$ cat src/mdl_defines.vh
// Constants for the multidrop link error monitor.
// Assumes a 250 MHz station clock and an Avalon-MM register port.
`ifndef MDL_DEFINES_VH
`define MDL_DEFINES_VH
// ==========================================================
// Register byte addresses
`define MDL_ADDR_STATION   8'h00
`define MDL_ADDR_SLAVES    8'h04
`define MDL_ADDR_PATTERN   8'h08
`define MDL_ADDR_RETRY     8'h0C
`define MDL_ADDR_TIMEOUT   8'h10
`define MDL_ADDR_STATUS    8'h14
`define MDL_ADDR_MASK      8'h18
`define MDL_ADDR_FLAGS     8'h1C
`define MDL_ADDR_CODE0     8'h20
`define MDL_ADDR_CODE7     8'h3C
// ==========================================================
// Reset values and write limits
`define MDL_RST_SLAVES     3'h7
`define MDL_RST_PATTERN    2'h0
`define MDL_RST_RETRY      4'h3
`define MDL_RST_TIMEOUT    8'h05
`define MDL_TIMEOUT_MIN    8'h05
`define MDL_RETRY_MAX      4'hA
// ==========================================================
// Error codes
`define MDL_ERR_SLV_TMO    8'h01
`define MDL_ERR_STN_M      8'h02
`define MDL_ERR_CNT_M      8'h03
`define MDL_ERR_FMT_SLV    8'h04
`define MDL_ERR_MST_TMO    8'h11
`define MDL_ERR_FMT_MST    8'h14
`define MDL_ERR_NO_SLV     8'h21
`define MDL_ERR_STN_S      8'h22
`define MDL_ERR_CNT_S      8'h23
`define MDL_ERR_NO_PARAM   8'h31
// ==========================================================
// Timing: one timeout unit is 10 ms
`define MDL_TICK_MS        10
`define MDL_CLK_MHZ        250
`define MDL_TICK_CYC       (`MDL_TICK_MS * 1000 * `MDL_CLK_MHZ)
// Refresh pattern sizes
`define MDL_P1_BITS        32
`define MDL_P1_WORDS       4
`define MDL_P2_BITS        64
`define MDL_P2_WORDS       8
`endif

$ cat src/mdl_error_monitor.v
// Error detection and reporting for one station of a polled multidrop network.
// Assumes a frame decoder on the same clock delivers one-cycle event pulses.
//
// Notes on behaviour
// - on error set station flag, store code
// - master records 01H on reply timeout
// - station mismatch: 02H master, 22H slave
// - counter mismatch: 03H master, 23H slave
// - malformed slave frame records 04H
// - slave records 14H for bad master frame
// - slave records 11H when master stalls
// - slave records 21H for absent station
// - poll before parameters records 31H self
// - timeout setting 5 gives 50 ms
// - retry count defaults to three
// - pattern 1 exchanges 32 bits, 4 words
// - timeout 5..255, times 10 ms
// - retry 0..10, exhaustion raises error
// - station 0 master, 1..7 slave
//
// Local design decisions: the address map and the Avalon-MM slave port.
`include "mdl_defines.vh"

module mdl_error_monitor #(
    parameter TICK_CYC = `MDL_TICK_CYC
) (
    // Clock and reset
    input wire clk,
    input wire sys_rst,
    // Avalon-MM slave
    input wire [7:0] avs_address,
    input wire avs_read,
    input wire avs_write,
    input wire [31:0] avs_writedata,
    input wire [3:0] avs_byteenable,
    output reg [31:0] avs_readdata,
    output wire avs_waitrequest,
    // Link events from frame decoder
    input wire poll_sent,
    input wire [2:0] poll_target,
    input wire reply_ok,
    input wire reply_fmt_bad,
    input wire [2:0] frame_src,
    input wire stn_mismatch,
    input wire cnt_mismatch,
    input wire mst_fmt_bad,
    input wire slave_answered,
    input wire no_station,
    input wire params_rcvd,
    // Results
    output wire is_master,
    output wire retry_poll,
    output wire [6:0] refresh_bits,
    output wire [3:0] refresh_words,
    output wire irq
);

// ==========================================================
// Settings, status, error and internal state registers
reg [2:0] own_station_number_setting_r;
reg [2:0] slave_count_setting_r;
reg [1:0] refresh_pattern_setting_r;
reg [3:0] retry_count_setting_r;
reg [7:0] timeout_setting_r;
reg [7:0] irq_status_r;
reg [7:0] irq_mask_r;
reg [7:0] station_error_flags_r;
reg [7:0] station_error_code_regs_r [0:7];
reg params_ok_r;
reg [31:0] tick_r;
reg [7:0] units_r;
reg wait_r;
reg sl_wait_r;
reg [3:0] tries_r;
reg [2:0] tgt_r;
reg rd_done_r;

wire wr = avs_write && avs_byteenable[0];
wire [7:0] wd = avs_writedata[7:0];
wire tick = (tick_r == TICK_CYC - 1);

assign is_master = (own_station_number_setting_r == 3'h0);
assign irq = |(irq_status_r & irq_mask_r);
// Reads take one wait cycle so read data comes from a flop
assign avs_waitrequest = avs_read && !rd_done_r;

// Refresh size per pattern; seven bits so the largest pattern fits
assign refresh_bits = (refresh_pattern_setting_r == 2'h1) ? 7'd`MDL_P1_BITS :
                      (refresh_pattern_setting_r == 2'h2) ? 7'd`MDL_P2_BITS : 7'h00;
assign refresh_words = (refresh_pattern_setting_r == 2'h2) ? 4'd`MDL_P2_WORDS : 4'd`MDL_P1_WORDS;

// ==========================================================
// Error event selection: one report per cycle, most specific first
reg ev;
reg [2:0] ev_stn;
reg [7:0] ev_code;
always @*
begin
    ev = 1'b0;
    ev_stn = 3'h0;
    ev_code = 8'h00;
    if (is_master)
    begin
        if (wait_r && units_r == timeout_setting_r && tries_r >= retry_count_setting_r)
        begin
            ev = 1'b1;
            ev_stn = tgt_r;
            ev_code = `MDL_ERR_SLV_TMO;
        end
        else if (reply_fmt_bad)
        begin
            ev = 1'b1;
            ev_stn = frame_src;
            ev_code = `MDL_ERR_FMT_SLV;
        end
        else if (stn_mismatch)
        begin
            ev = 1'b1;
            ev_stn = frame_src;
            ev_code = `MDL_ERR_STN_M;
        end
        else if (cnt_mismatch)
        begin
            ev = 1'b1;
            ev_stn = frame_src;
            ev_code = `MDL_ERR_CNT_M;
        end
    end
    else
    begin
        if (poll_sent && poll_target == own_station_number_setting_r && !params_ok_r)
        begin
            ev = 1'b1;
            ev_stn = own_station_number_setting_r;
            ev_code = `MDL_ERR_NO_PARAM;
        end
        else if (mst_fmt_bad)
        begin
            ev = 1'b1;
            ev_stn = 3'h0;
            ev_code = `MDL_ERR_FMT_MST;
        end
        else if (sl_wait_r && units_r == timeout_setting_r)
        begin
            ev = 1'b1;
            ev_stn = 3'h0;
            ev_code = `MDL_ERR_MST_TMO;
        end
        else if (reply_fmt_bad)
        begin
            ev = 1'b1;
            ev_stn = frame_src;
            ev_code = `MDL_ERR_FMT_SLV;
        end
        else if (no_station)
        begin
            ev = 1'b1;
            ev_stn = frame_src;
            ev_code = `MDL_ERR_NO_SLV;
        end
        else if (stn_mismatch)
        begin
            ev = 1'b1;
            ev_stn = frame_src;
            ev_code = `MDL_ERR_STN_S;
        end
        else if (cnt_mismatch)
        begin
            ev = 1'b1;
            ev_stn = frame_src;
            ev_code = `MDL_ERR_CNT_S;
        end
    end
end

// Master asks for a repoll while retries remain
assign retry_poll = is_master && wait_r && units_r == timeout_setting_r
                    && tries_r < retry_count_setting_r;

// ==========================================================
// Timeout timebase: 10 ms units, counted only while a wait is open
always @(posedge clk or posedge sys_rst)
begin
    if (sys_rst)
    begin
        tick_r <= 32'h0;
        units_r <= 8'h00;
    end
    else if (!(wait_r || sl_wait_r) || poll_sent || slave_answered || reply_ok)
    begin
        tick_r <= 32'h0;
        units_r <= 8'h00;
    end
    else if (units_r == timeout_setting_r)
    begin
        tick_r <= 32'h0;
        units_r <= 8'h00; // Expiry restarts the window for the next try
    end
    else if (tick)
    begin
        tick_r <= 32'h0;
        units_r <= units_r + 8'h01;
    end
    else
    begin
        tick_r <= tick_r + 32'h1;
    end
end

// ==========================================================
// Poll tracking for master and slave roles
always @(posedge clk or posedge sys_rst)
begin
    if (sys_rst)
    begin
        wait_r <= 1'b0;
        sl_wait_r <= 1'b0;
        tries_r <= 4'h0;
        tgt_r <= 3'h0;
        params_ok_r <= 1'b0;
    end
    else
    begin
        if (params_rcvd)
            params_ok_r <= 1'b1;
        if (is_master)
        begin
            sl_wait_r <= 1'b0;
            if (poll_sent && !(wait_r && poll_target == tgt_r))
            begin
                wait_r <= 1'b1;
                tgt_r <= poll_target;
                tries_r <= 4'h0;
            end
            else if (reply_ok)
                wait_r <= 1'b0;
            else if (wait_r && units_r == timeout_setting_r)
            begin
                if (tries_r >= retry_count_setting_r)
                    wait_r <= 1'b0;
                else
                    tries_r <= tries_r + 4'h1;
            end
        end
        else
        begin
            wait_r <= 1'b0;
            // Slave watches for master's next request after any answer
            if (poll_sent)
                sl_wait_r <= 1'b0;
            else if (slave_answered)
                sl_wait_r <= 1'b1;
            else if (units_r == timeout_setting_r)
                sl_wait_r <= 1'b0;
        end
    end
end

// ==========================================================
// Register writes, flags and codes; hardware set beats software clear
integer i;
always @(posedge clk or posedge sys_rst)
begin
    if (sys_rst)
    begin
        own_station_number_setting_r <= 3'h0;
        slave_count_setting_r <= `MDL_RST_SLAVES;
        refresh_pattern_setting_r <= `MDL_RST_PATTERN;
        retry_count_setting_r <= `MDL_RST_RETRY;
        timeout_setting_r <= `MDL_RST_TIMEOUT;
        irq_status_r <= 8'h00;
        irq_mask_r <= 8'h00;
        station_error_flags_r <= 8'h00;
        for (i = 0; i < 8; i = i + 1)
            station_error_code_regs_r[i] <= 8'h00;
    end
    else
    begin
        if (wr && avs_address == `MDL_ADDR_STATION)
            own_station_number_setting_r <= wd[2:0];
        if (wr && avs_address == `MDL_ADDR_SLAVES && wd[2:0] != 3'h0)
            slave_count_setting_r <= wd[2:0];
        if (wr && avs_address == `MDL_ADDR_PATTERN && wd[1:0] != 2'h3)
            refresh_pattern_setting_r <= wd[1:0];
        if (wr && avs_address == `MDL_ADDR_RETRY && wd[3:0] <= `MDL_RETRY_MAX)
            retry_count_setting_r <= wd[3:0];
        if (wr && avs_address == `MDL_ADDR_TIMEOUT && wd >= `MDL_TIMEOUT_MIN)
            timeout_setting_r <= wd;
        if (wr && avs_address == `MDL_ADDR_MASK)
            irq_mask_r <= wd;
        for (i = 0; i < 8; i = i + 1)
        begin
            if (ev && ev_stn == i)
            begin
                station_error_flags_r[i] <= 1'b1;
                irq_status_r[i] <= 1'b1;
                station_error_code_regs_r[i] <= ev_code;
            end
            else
            begin
                if (wr && avs_address == `MDL_ADDR_FLAGS && wd[i])
                    station_error_flags_r[i] <= 1'b0;
                if (wr && avs_address == `MDL_ADDR_STATUS && wd[i])
                    irq_status_r[i] <= 1'b0;
            end
        end
    end
end

// ==========================================================
// Read data, registered; unmapped addresses read zero
always @(posedge clk or posedge sys_rst)
begin
    if (sys_rst)
    begin
        avs_readdata <= 32'h0;
        rd_done_r <= 1'b0;
    end
    else
    begin
        rd_done_r <= avs_read && !rd_done_r;
        avs_readdata <= 32'h0;
        if (avs_read)
        begin
            case (avs_address)
                `MDL_ADDR_STATION: avs_readdata <= {29'h0, own_station_number_setting_r};
                `MDL_ADDR_SLAVES: avs_readdata <= {29'h0, slave_count_setting_r};
                `MDL_ADDR_PATTERN: avs_readdata <= {30'h0, refresh_pattern_setting_r};
                `MDL_ADDR_RETRY: avs_readdata <= {28'h0, retry_count_setting_r};
                `MDL_ADDR_TIMEOUT: avs_readdata <= {24'h0, timeout_setting_r};
                `MDL_ADDR_STATUS: avs_readdata <= {24'h0, irq_status_r};
                `MDL_ADDR_MASK: avs_readdata <= {24'h0, irq_mask_r};
                `MDL_ADDR_FLAGS: avs_readdata <= {24'h0, station_error_flags_r};
                default:
                begin
                    if (avs_address >= `MDL_ADDR_CODE0 && avs_address <= `MDL_ADDR_CODE7
                        && avs_address[1:0] == 2'h0)
                        avs_readdata <= {24'h0, station_error_code_regs_r[avs_address[4:2]]};
                end
            endcase
        end
    end
end

endmodule

$ cat config.mk
export PLATFORM = sky130hd
export DESIGN_NAME = mdl_error_monitor
export DESIGN_NICKNAME = d
export VERILOG_FILES = /design/src/mdl_error_monitor.v
export VERILOG_INCLUDE_DIRS = /design/src
export SDC_FILE = /design/constraint.sdc
export NUM_CORES = 1
export LEC_CHECK = 0
export BUFFER_PORTS_ARGS = -buffer_cell sky130_fd_sc_hd__buf_4
export CAP_MARGIN = 20
export CELL_PAD_IN_SITES_DETAIL_PLACEMENT = 0
export CELL_PAD_IN_SITES_GLOBAL_PLACEMENT = 2
export CORE_MARGIN = 8
export CORE_UTILIZATION = 40
export CTS_CLUSTER_DIAMETER = 100
export DETAILED_ROUTE_END_ITERATION = 10
export PLACE_DENSITY = 0.95
export SYNTH_ARGS = -nofsm -noshare
export SYNTH_HDL_FRONTEND = slang
export SYNTH_SLANG_ARGS = --single-unit
$ cat constraint.sdc
create_clock -name clk -period 7.8 [get_ports clk]
set_input_delay 0.78 -clock clk [delete_from_list [all_inputs] [get_ports clk]]
set_output_delay 0.78 -clock clk [all_outputs]
set_load 0.005 [all_outputs]
==> results of run 1 <==
-- per-stage QoR --
step           setup WS [ps]  std cells  power (mW)  area, um2  hold WS (ps)
2_1_floorplan           3194        739       1.089       7716         402.1
3_3_place_gp            4245        971       1.162       8087         400.0
3_5_place_dp            4187        971       1.172       8087         405.9
4_1_cts                 4414       1002       2.004       8683         414.5
5_1_grt                 4261       1003       2.070       8711         420.0
6_report                4401       1003       1.991       8711         414.3
-- cells by family after synthesis --
logic type | after synthesis | share of synthesized area
muxes | 88 | 0.1463
AOI/OAI and AO/OA | 89 | 0.08212
buffers and inverters | 75 | 0.05315
DFF | 143 | 0.4718
adders and majority gates | 7 | 0.01152
other | 1 | 0.0004932
and+or+nand+nor | 253 | 0.1736
xor gates and xnor gates | 53 | 0.06105
-- cells in the final DEF, fill, tap and decap left out, types with 13 or more instances in the layout --
cell type / instances
sky130_fd_sc_hd__nand4_1: 13
sky130_fd_sc_hd__mux2_2: 65
sky130_fd_sc_hd__dfrtp_1: 136
sky130_fd_sc_hd__buf_4: 54
sky130_fd_sc_hd__a21oi_1: 18
sky130_fd_sc_hd__xor2_1: 28
sky130_fd_sc_hd__clkbuf_16: 17
sky130_fd_sc_hd__nand2_1: 67
sky130_fd_sc_hd__nor2_1: 77
sky130_fd_sc_hd__nand3_1: 17
sky130_fd_sc_hd__o21ai_0: 16
sky130_fd_sc_hd__inv_1: 18
sky130_fd_sc_hd__xnor2_1: 25
sky130_fd_sc_hd__conb_1: 31
sky130_fd_sc_hd__a21o_1: 15
sky130_fd_sc_hd__nor3_1: 15
-- worst max-delay path, cell delays in order (launching register included) --
cell and delay (ps):
sky130_fd_sc_hd__dfrtp_1 450, sky130_fd_sc_hd__xor2_1 180, sky130_fd_sc_hd__or3b_1 390, sky130_fd_sc_hd__or3_1 490, sky130_fd_sc_hd__a2111oi_0 500, sky130_fd_sc_hd__buf_4 190
-- synthesized netlist by cell type, types with 4 or more instances --
master                       n
sky130_fd_sc_hd__or3_1       5
sky130_fd_sc_hd__ha_1        7
sky130_fd_sc_hd__and4_1      4
sky130_fd_sc_hd__dfrtp_1   136
sky130_fd_sc_hd__xor2_1     28
sky130_fd_sc_hd__a22o_1      5
sky130_fd_sc_hd__a211oi_1    5
sky130_fd_sc_hd__nor2b_1     6
sky130_fd_sc_hd__a22oi_1     7
sky130_fd_sc_hd__a21oi_1    18
sky130_fd_sc_hd__nand4_1    13
sky130_fd_sc_hd__dfstp_2     7
sky130_fd_sc_hd__nand2b_1    5
sky130_fd_sc_hd__nand3_1    17
sky130_fd_sc_hd__inv_1      19
sky130_fd_sc_hd__and3_1      8
sky130_fd_sc_hd__a21o_1     15
sky130_fd_sc_hd__nor2_1     77
sky130_fd_sc_hd__clkbuf_1   20
sky130_fd_sc_hd__nand3b_1    4
sky130_fd_sc_hd__nor3_1     15
sky130_fd_sc_hd__o21ai_0    16
sky130_fd_sc_hd__nand2_1    67
sky130_fd_sc_hd__xnor2_1    25
sky130_fd_sc_hd__buf_4      32
sky130_fd_sc_hd__mux4_2     12
sky130_fd_sc_hd__mux2_2     65
sky130_fd_sc_hd__mux2i_1    11
sky130_fd_sc_hd__nor4_1      9
-- per-layer routing --
| metal | vias to the layer above | GRT usage |
|---|---|---|
| met1 | 2662 | 0.2016 |
| met4 | 0 | 0.05740 |
| li1 | 2553 | - |
| met5 | - | 0 |
| met2 | 108 | 0.2530 |
| met3 | 27 | 0.04540 |
-- path summary, 6_finish.rpt --
path | startpoint | to | cells past startpoint | slack, ps
hold reg to reg | rd_done_r$_DFF_PP0_ | rd_done_r$_DFF_PP0_ | 1 | 410
hold / removal | rd_done_r$_DFF_PP0_ | rd_done_r$_DFF_PP0_ | 1 | 410
setup reg to reg | retry_count_setting_r[1]$_DFFE_PP1P_ | station_error_code_regs_r[52]$_DFFE_PP0P_ | 8 | 4510
setup / recovery | timeout_setting_r[7]$_DFFE_PP0P_ | retry_poll | 5 | 4400
max in group asynchronous | sys_rst | timeout_setting_r[2]$_DFFE_PP1P_ | 4 | 6290
min in group asynchronous | sys_rst | station_error_code_regs_r[36]$_DFFE_PP0P_ | 2 | 460
-- sequential cells by signal (all words and copies together), names as in the netlist --
register                      count
sl_wait_r                         1
refresh_pattern_setting_r         2
station_error_flags_r             8
own_station_number_setting_r      3
rd_done_r                         1
avs_readdata                      8
tgt_r                             3
retry_count_setting_r             4
tick_r                           32
params_ok_r                       1
irq_status_r                      8
tries_r                           4
irq_mask_r                        8
wait_r                            1
slave_count_setting_r             3
timeout_setting_r                 8
station_error_code_regs_r        40
units_r                           8
-- power breakdown --
group | internal (mW) | leakage, nW | switching (mW)
Clock | 0.518 | 0.297 | 0.311
Combinational | 0.147 | 1.65 | 0.153
Sequential | 0.820 | 1.84 | 0.0425
Total | 1.48 | 3.79 | 0.507
-- final cells by class --
| cell class | instances | area [um2] |
|---|---|---|
| clock buffers | 21 | 460.4 |
| clock inverters | 10 | 136.4 |
| fillers | 1748 | 9995 |
| inverters | 19 | 76.32 |
| multi-input cells | 521 | 3725 |
| flip-flops and latches | 143 | 3587 |
| well taps | 234 | 292.8 |
| repair buffers | 55 | 432.9 |
==> summary.txt, run 1 <==
Route
  • Final routed wirelength across all metal layers: 17990 um
  • Number of remaining DRC errors: 0
  • Average detailed-routed wire length per instance: around 18 um
  • Total length of routed met3 wires: 957 um
  • Post-DRT Antenna Nets: 0
  • Routed met1 length: 8030 um
  • 1st-pass router iterations: 4
  • Starting DRC count in detailed routing: 324
  • Routed length on met2: around 8600 um
  • Via-to-Cell Ratio: 5.334
  • Uppermost layer routed: met4
  • Vias after detailed routing: ~5400

Logic synthesis
  • Dominant cells by area after synthesis: sky130_fd_sc_hd__dfrtp_1 45%, sky130_fd_sc_hd__mux2_2 9.6%, sky130_fd_sc_hd__nor2_1 3.8%
  • Flip-flop cell with the highest count after synthesis: sky130_fd_sc_hd__dfrtp_1
  • Warnings from Yosys: 0
  • Number of flops mapped to enable cells by yosys: 0
  • Sequential fraction of the synthesis area: 0.4718
  • Register bit total from synthesis: 143
  • Count of distinct cell types in the synthesized netlist: 63
  • Area leader, netlist: sky130_fd_sc_hd__dfrtp_1
  • Synth top area share: 0.4476
  • Ys async rst share: 1.000
  • Area of the mapped netlist: 0.007604 mm2
  • Number of cells produced by synthesis: 709
  • Post-synthesis average cell area: 10.72 um2

Clock network
  • Clock tree root driver cell: sky130_fd_sc_hd__clkbuf_16
  • Postcts setup bufs: 0
  • CTS buffer count: 17
  • CTS tree: built
  • # H-tree levels: 4
  • Post-cts gate resize count: 0
  • Hold Buf Count CTS: 0
  • Clock transition at the registers of the reported paths: ~60 ps
  • Source-to-sink clock delay at the later pin of the worst-skew pair: 420 ps
  • Number of clock sinks: 143
  • Largest buffer count on any clock path: 2

Cells and area
  • Fraction of layout instances using a drive strength above 1: 0.2432
  • Area delta synth->final: 14.56%
  • Post-Route Utilization: 0.4657
  • Antenna diode count: 0
  • Total number of nets in the final design: 827

Timing
  • Final worst path period need: roughly 3400 ps
  • Final clock period utilization by the worst path: 0.4358
  • Unrepaired setup endpoints after global routing: false
  • Count of endpoints failing hold in the final timing report: 0
  • Slew at the pin closest to its max-slew limit: 854.1 ps
  • Worst relative slew slack: 0.4281
  • Peak clock frequency supported by timing: 0.2942 GHz
  • Setup violators final: 0
  • Sum of negative setup slack: 0 ps
  • Final setup skew: 10.77 ps
  • Final max-slew violation count: 0

Critical path
  • Critical path class: reg -> out
  • Highest fanout seen on the critical path: 7
  • Setup crit end kind: output port
  • Worst endpoint required time: 7020 ps
  • Worst setup SP type: register
  • Critical path data arrival time: 2620 ps

Placed design
  • Final HPWL from detailed placement: 12520 um
  • Final weighted congestion in routability-driven placement: about 0.79
  • Port bufs: 51

Power
  • Leakage component of the power: approximately 3.8 nW
  • Peak ir drop on the vdd network: 0.1477 mV
  • Power Dens Cells: 228.6 mW/mm2

Die
  • Die Ht: 153.9 um
  • Count of boundary I/O pins: 110
  • Horizontal die dimension: 153.9 um
  • Site row count: 50
  • Area of the die: 0.02368 mm2
  • Core area: 0.01871 mm2
  • Starting utilization of the core area: 0.4065

GRT
  • Antenna violations before repair: 0
  • Largest net degree at the start of global routing: between 70 and 80
  • GRT Total Usage: 0.1584
  • Global-route wire length before repair: about 30000 um
  • Via count of the first global-routing pass: between 5000 and 6000
  • Overflow after GRT: 0

Run
  • # Max-Cap Violations: 0

Status
  • Outcome: finished clean

Hold path
  • Type of the tightest min-delay check: reg -> reg
Power figures use the tool's default switching activity.
==> inputs of run 2 (changes only) <==
--- a/config.mk
+++ b/config.mk
@@ -11,10 +11,10 @@
 export CELL_PAD_IN_SITES_DETAIL_PLACEMENT = 0
 export CELL_PAD_IN_SITES_GLOBAL_PLACEMENT = 2
 export CORE_MARGIN = 8
-export CORE_UTILIZATION = 40
+export CORE_UTILIZATION = 34
 export CTS_CLUSTER_DIAMETER = 100
 export DETAILED_ROUTE_END_ITERATION = 10
-export PLACE_DENSITY = 0.95
+export PLACE_DENSITY = 0.87
 export SYNTH_ARGS = -nofsm -noshare
 export SYNTH_HDL_FRONTEND = slang
 export SYNTH_SLANG_ARGS = --single-unit
==> constraint.sdc (replaced) <==
create_clock -name clk -period 2.9 [get_ports clk]
set_input_delay 0.29 -clock clk [delete_from_list [all_inputs] [get_ports clk]]
set_output_delay 0.29 -clock clk [all_outputs]
set_load 0.005 [all_outputs]
==> run 2 against run 1 <==
  * Non-clock buffer count grew 32
  * Via count grew 1.3%
  * Largest cell class unchanged
  * Highest routed layer unchanged
  * Sequential share of layout area shrank 1.8 points
==> summary.txt, run 2 (same netlist as run 1, synthesis figures left out) <==
Clock network
  • Number of clock sinks: 143 (unchanged)
  • Source-to-sink clock delay at the later pin of the worst-skew pair: 420 ps (about the same)
  • # H-tree levels: 4 (unchanged)
  • Clock tree root driver cell: sky130_fd_sc_hd__clkbuf_16
  • Largest buffer count on any clock path: 2 (unchanged)
  • CTS tree: built
  • Clock transition at the registers of the reported paths: 60 ps (about the same)
  • CTS buffer count: 17 (unchanged)

Status
  • Outcome: finished clean

Die
  • Starting utilization of the core area: 0.3473 (-0.05915)
  • Die Ht: 165.5 um (+7.6%)
  • Horizontal die dimension: 165.5 um (+7.6%)
  • Area of the die: 0.02741 mm2 (+16%)
  • Core area: 0.02189 mm2 (+17%)
  • Site row count: 54 (+8.0%)
  • Count of boundary I/O pins: 110 (unchanged)

Power
  • Int Power: 4.002 mW (+170%)
  • Logic pwr share: 0.164 (+0.014)
  • Clock network fraction of total power: 0.405 (-0.011)
  • Leakage component of the power: 3.952 nW (+4.2%)
  • Total Power Consumption: 5.379 mW (+170%)
  • Switching power summed over all nets: 1.377 mW (+170%)
  • Power Dens Cells: 590.5 mW/mm2 (+160%)
  • Flop pwr share: 0.431 (-0.002)
  • Net switching share of the total power: 0.2561 (+0.001577)
  • Peak ir drop on the vdd network: 0.4079 mV (+180%)

Cells and area
  • Area delta synth->final: 19.80%
  • Reg with most FFs: station_error_code_regs_r
  • Fraction of layout instances using a drive strength above 1: 0.2855 (+0.04236)
  • Layout Cells excl Fill: 1082 (+7.9%)
  • Total number of nets in the final design: 859 (+3.9%)
  • Most common cell after layout, fill and taps aside: sky130_fd_sc_hd__dfrtp_1
  • Largest registers: station_error_code_regs_r x40, tick_r x32
  • Commonest non-fill, non-tap cells in the layout: 136 x sky130_fd_sc_hd__dfrtp_1, 81 x sky130_fd_sc_hd__buf_4, 77 x sky130_fd_sc_hd__nor2_1
  • Antenna diode count: 0 (unchanged)
  • Max reg flops: 40 (unchanged)

Timing
  • Slew at the pin closest to its max-slew limit: 933.5 ps (+79.49 ps)
  • Setup violators final: 0 (unchanged)
  • Final worst path period need: 2804 ps
  • Peak clock frequency supported by timing: between 0.3 and 0.4 GHz
  • Final setup skew: 10.23 ps (-0.5479 ps)
  • Count of endpoints failing hold in the final timing report: 0 (unchanged)
  • Final max-slew violation count: 0 (unchanged)
  • Worst relative slew slack: 0.3763 (-0.05179)
  • Final clock period utilization by the worst path: 0.9669

Critical path
  • Worst path buffer plus inverter count: 2 (+1)
  • Worst setup SP type: register
  • CP most frequent cell: sky130_fd_sc_hd__buf_4
  • CP cell instances: xor2_1, or3b_1, or3_4, buf_4, a2111oi_4, buf_4
  • Slowest-stage cell, CP: sky130_fd_sc_hd__dfrtp_1
  • Setup crit end kind: output port
  • Critical path data arrival time: 2510 ps (-110 ps)
  • Max stage delay on crit path: 440 ps (-60 ps)
  • Cell family with the largest share of critical-path delay: simple AND/OR/NAND/NOR gates
  • Worst endpoint required time: 2610 ps (-4410 ps)
  • Highest fanout seen on the critical path: 5 (-2)
  • Critical path class: reg -> out

GRT
  • Global-route wire length before repair: 30390 um (+1.8%)
  • Overflow after GRT: 0 (unchanged)
  • Largest net degree at the start of global routing: 41 (-47%)
  • Via count of the first global-routing pass: 5700 (+1.7%)
  • GRT Total Usage: 0.1419 (-0.01654)
  • Antenna violations before repair: 0 (unchanged)

Placed design
  • Placed instance count: 1049 (+8.0%)
  • Final weighted congestion in routability-driven placement: 0.8158 (+3.0%)
  • Final HPWL from detailed placement: 13420 um (+7.2%)
  • Port bufs: 51 (unchanged)

Route
  • Starting DRC count in detailed routing: 320 (-1.2%)
  • Number of remaining DRC errors: 0 (unchanged)
  • Post-DRT Antenna Nets: 0 (unchanged)
  • Vias after detailed routing: 5421 (+1.3%)
  • Average detailed-routed wire length per instance: 17.27 um (-3.8%)
  • 1st-pass router iterations: 4 (unchanged)
  • Via-to-Cell Ratio: 5.010 (-6.1%)
  • Final routed wirelength across all metal layers: 18680 um (+3.8%)

Hold path
  • Type of the tightest min-delay check: in -> async

Run
  • # Max-Cap Violations: 0 (unchanged)
-- run 2: path summary, 6_finish.rpt --
check / to / cells past startpoint / start / slack (ps)
max in group asynchronous: station_error_code_regs_r[61]$_DFFE_PP0P_ / 3 / sys_rst / 1980
min reg2reg: rd_done_r$_DFF_PP0_ / 1 / rd_done_r$_DFF_PP0_ / 420
max: retry_poll / 6 / timeout_setting_r[7]$_DFFE_PP0P_ / 100
min in group clk: params_ok_r$_DFFE_PP0P_ / 2 / params_rcvd / 60
max reg2reg: station_error_code_regs_r[44]$_DFFE_PP0P_ / 8 / timeout_setting_r[7]$_DFFE_PP0P_ / 120
min: tick_r[26]$_DFF_PP0_ / 2 / sys_rst / 50
-- run 2: metrics by stage --
| stage | hold WS (ps) | worst slack (ps) | cell area [um2] | setup TNS (ps) | utilization |
|---|---|---|---|---|---|
| final | 52.86 | 95.86 | 9109 | 0 | 0.4161 |
| after global routing | 54.83 | -4.987 | 9109 | -9.901 | 0.4161 |
| after detailed placement | 414.4 | 31.66 | 8433 | 0 | 0.3852 |
| after global placement | 405.0 | 57.69 | 8433 | 0 | 0.3852 |
| after floorplan | 363.5 | 219.0 | 7720 | 0 | - |
| after CTS | 52.17 | 26.39 | 9031 | 0 | 0.4126 |
-- run 2: final cells by class --
class	count	area [um2]
fillers	2142	12780
clock inverters	9	108.9
flip-flops and latches	143	3587
clock buffers	23	478.0
well taps	280	350.3
repair buffers	87	710.7
multi-input cells	521	3799
inverters	19	75.07
-- run 2: per-layer routing --
| layer | up-vias | part of all wire | global-route usage |
|---|---|---|---|
| met2 | 90 | 0.48 | 0.2323 |
| met3 | 19 | 0.046 | 0.03223 |
| li1 | 2607 | - | - |
| met4 | 0 | 0.013 | 0.03937 |
| met5 | - | 0 | 0 |
| met1 | 2705 | 0.46 | 0.1850 |
-- run 2: repair_timing --
action	in CTS	in global routing
resized for setup	3	13
pin swaps	0	4
endpoints found under the hold margin	0	0
hold buffers	0	0
setup buffers	0	1
endpoints found under the setup margin	2	42
cloned	0	0
-- run 2: power groups by stage --
stage	clock (mW)	sequential (mW)	combinational [mW]
after floorplan	0	2.31	0.620
after global placement	0	2.34	0.849
after detailed placement	0	2.35	0.861
after CTS	2.23	2.32	0.870
after global routing	2.32	2.34	0.971
final	2.18	2.32	0.882
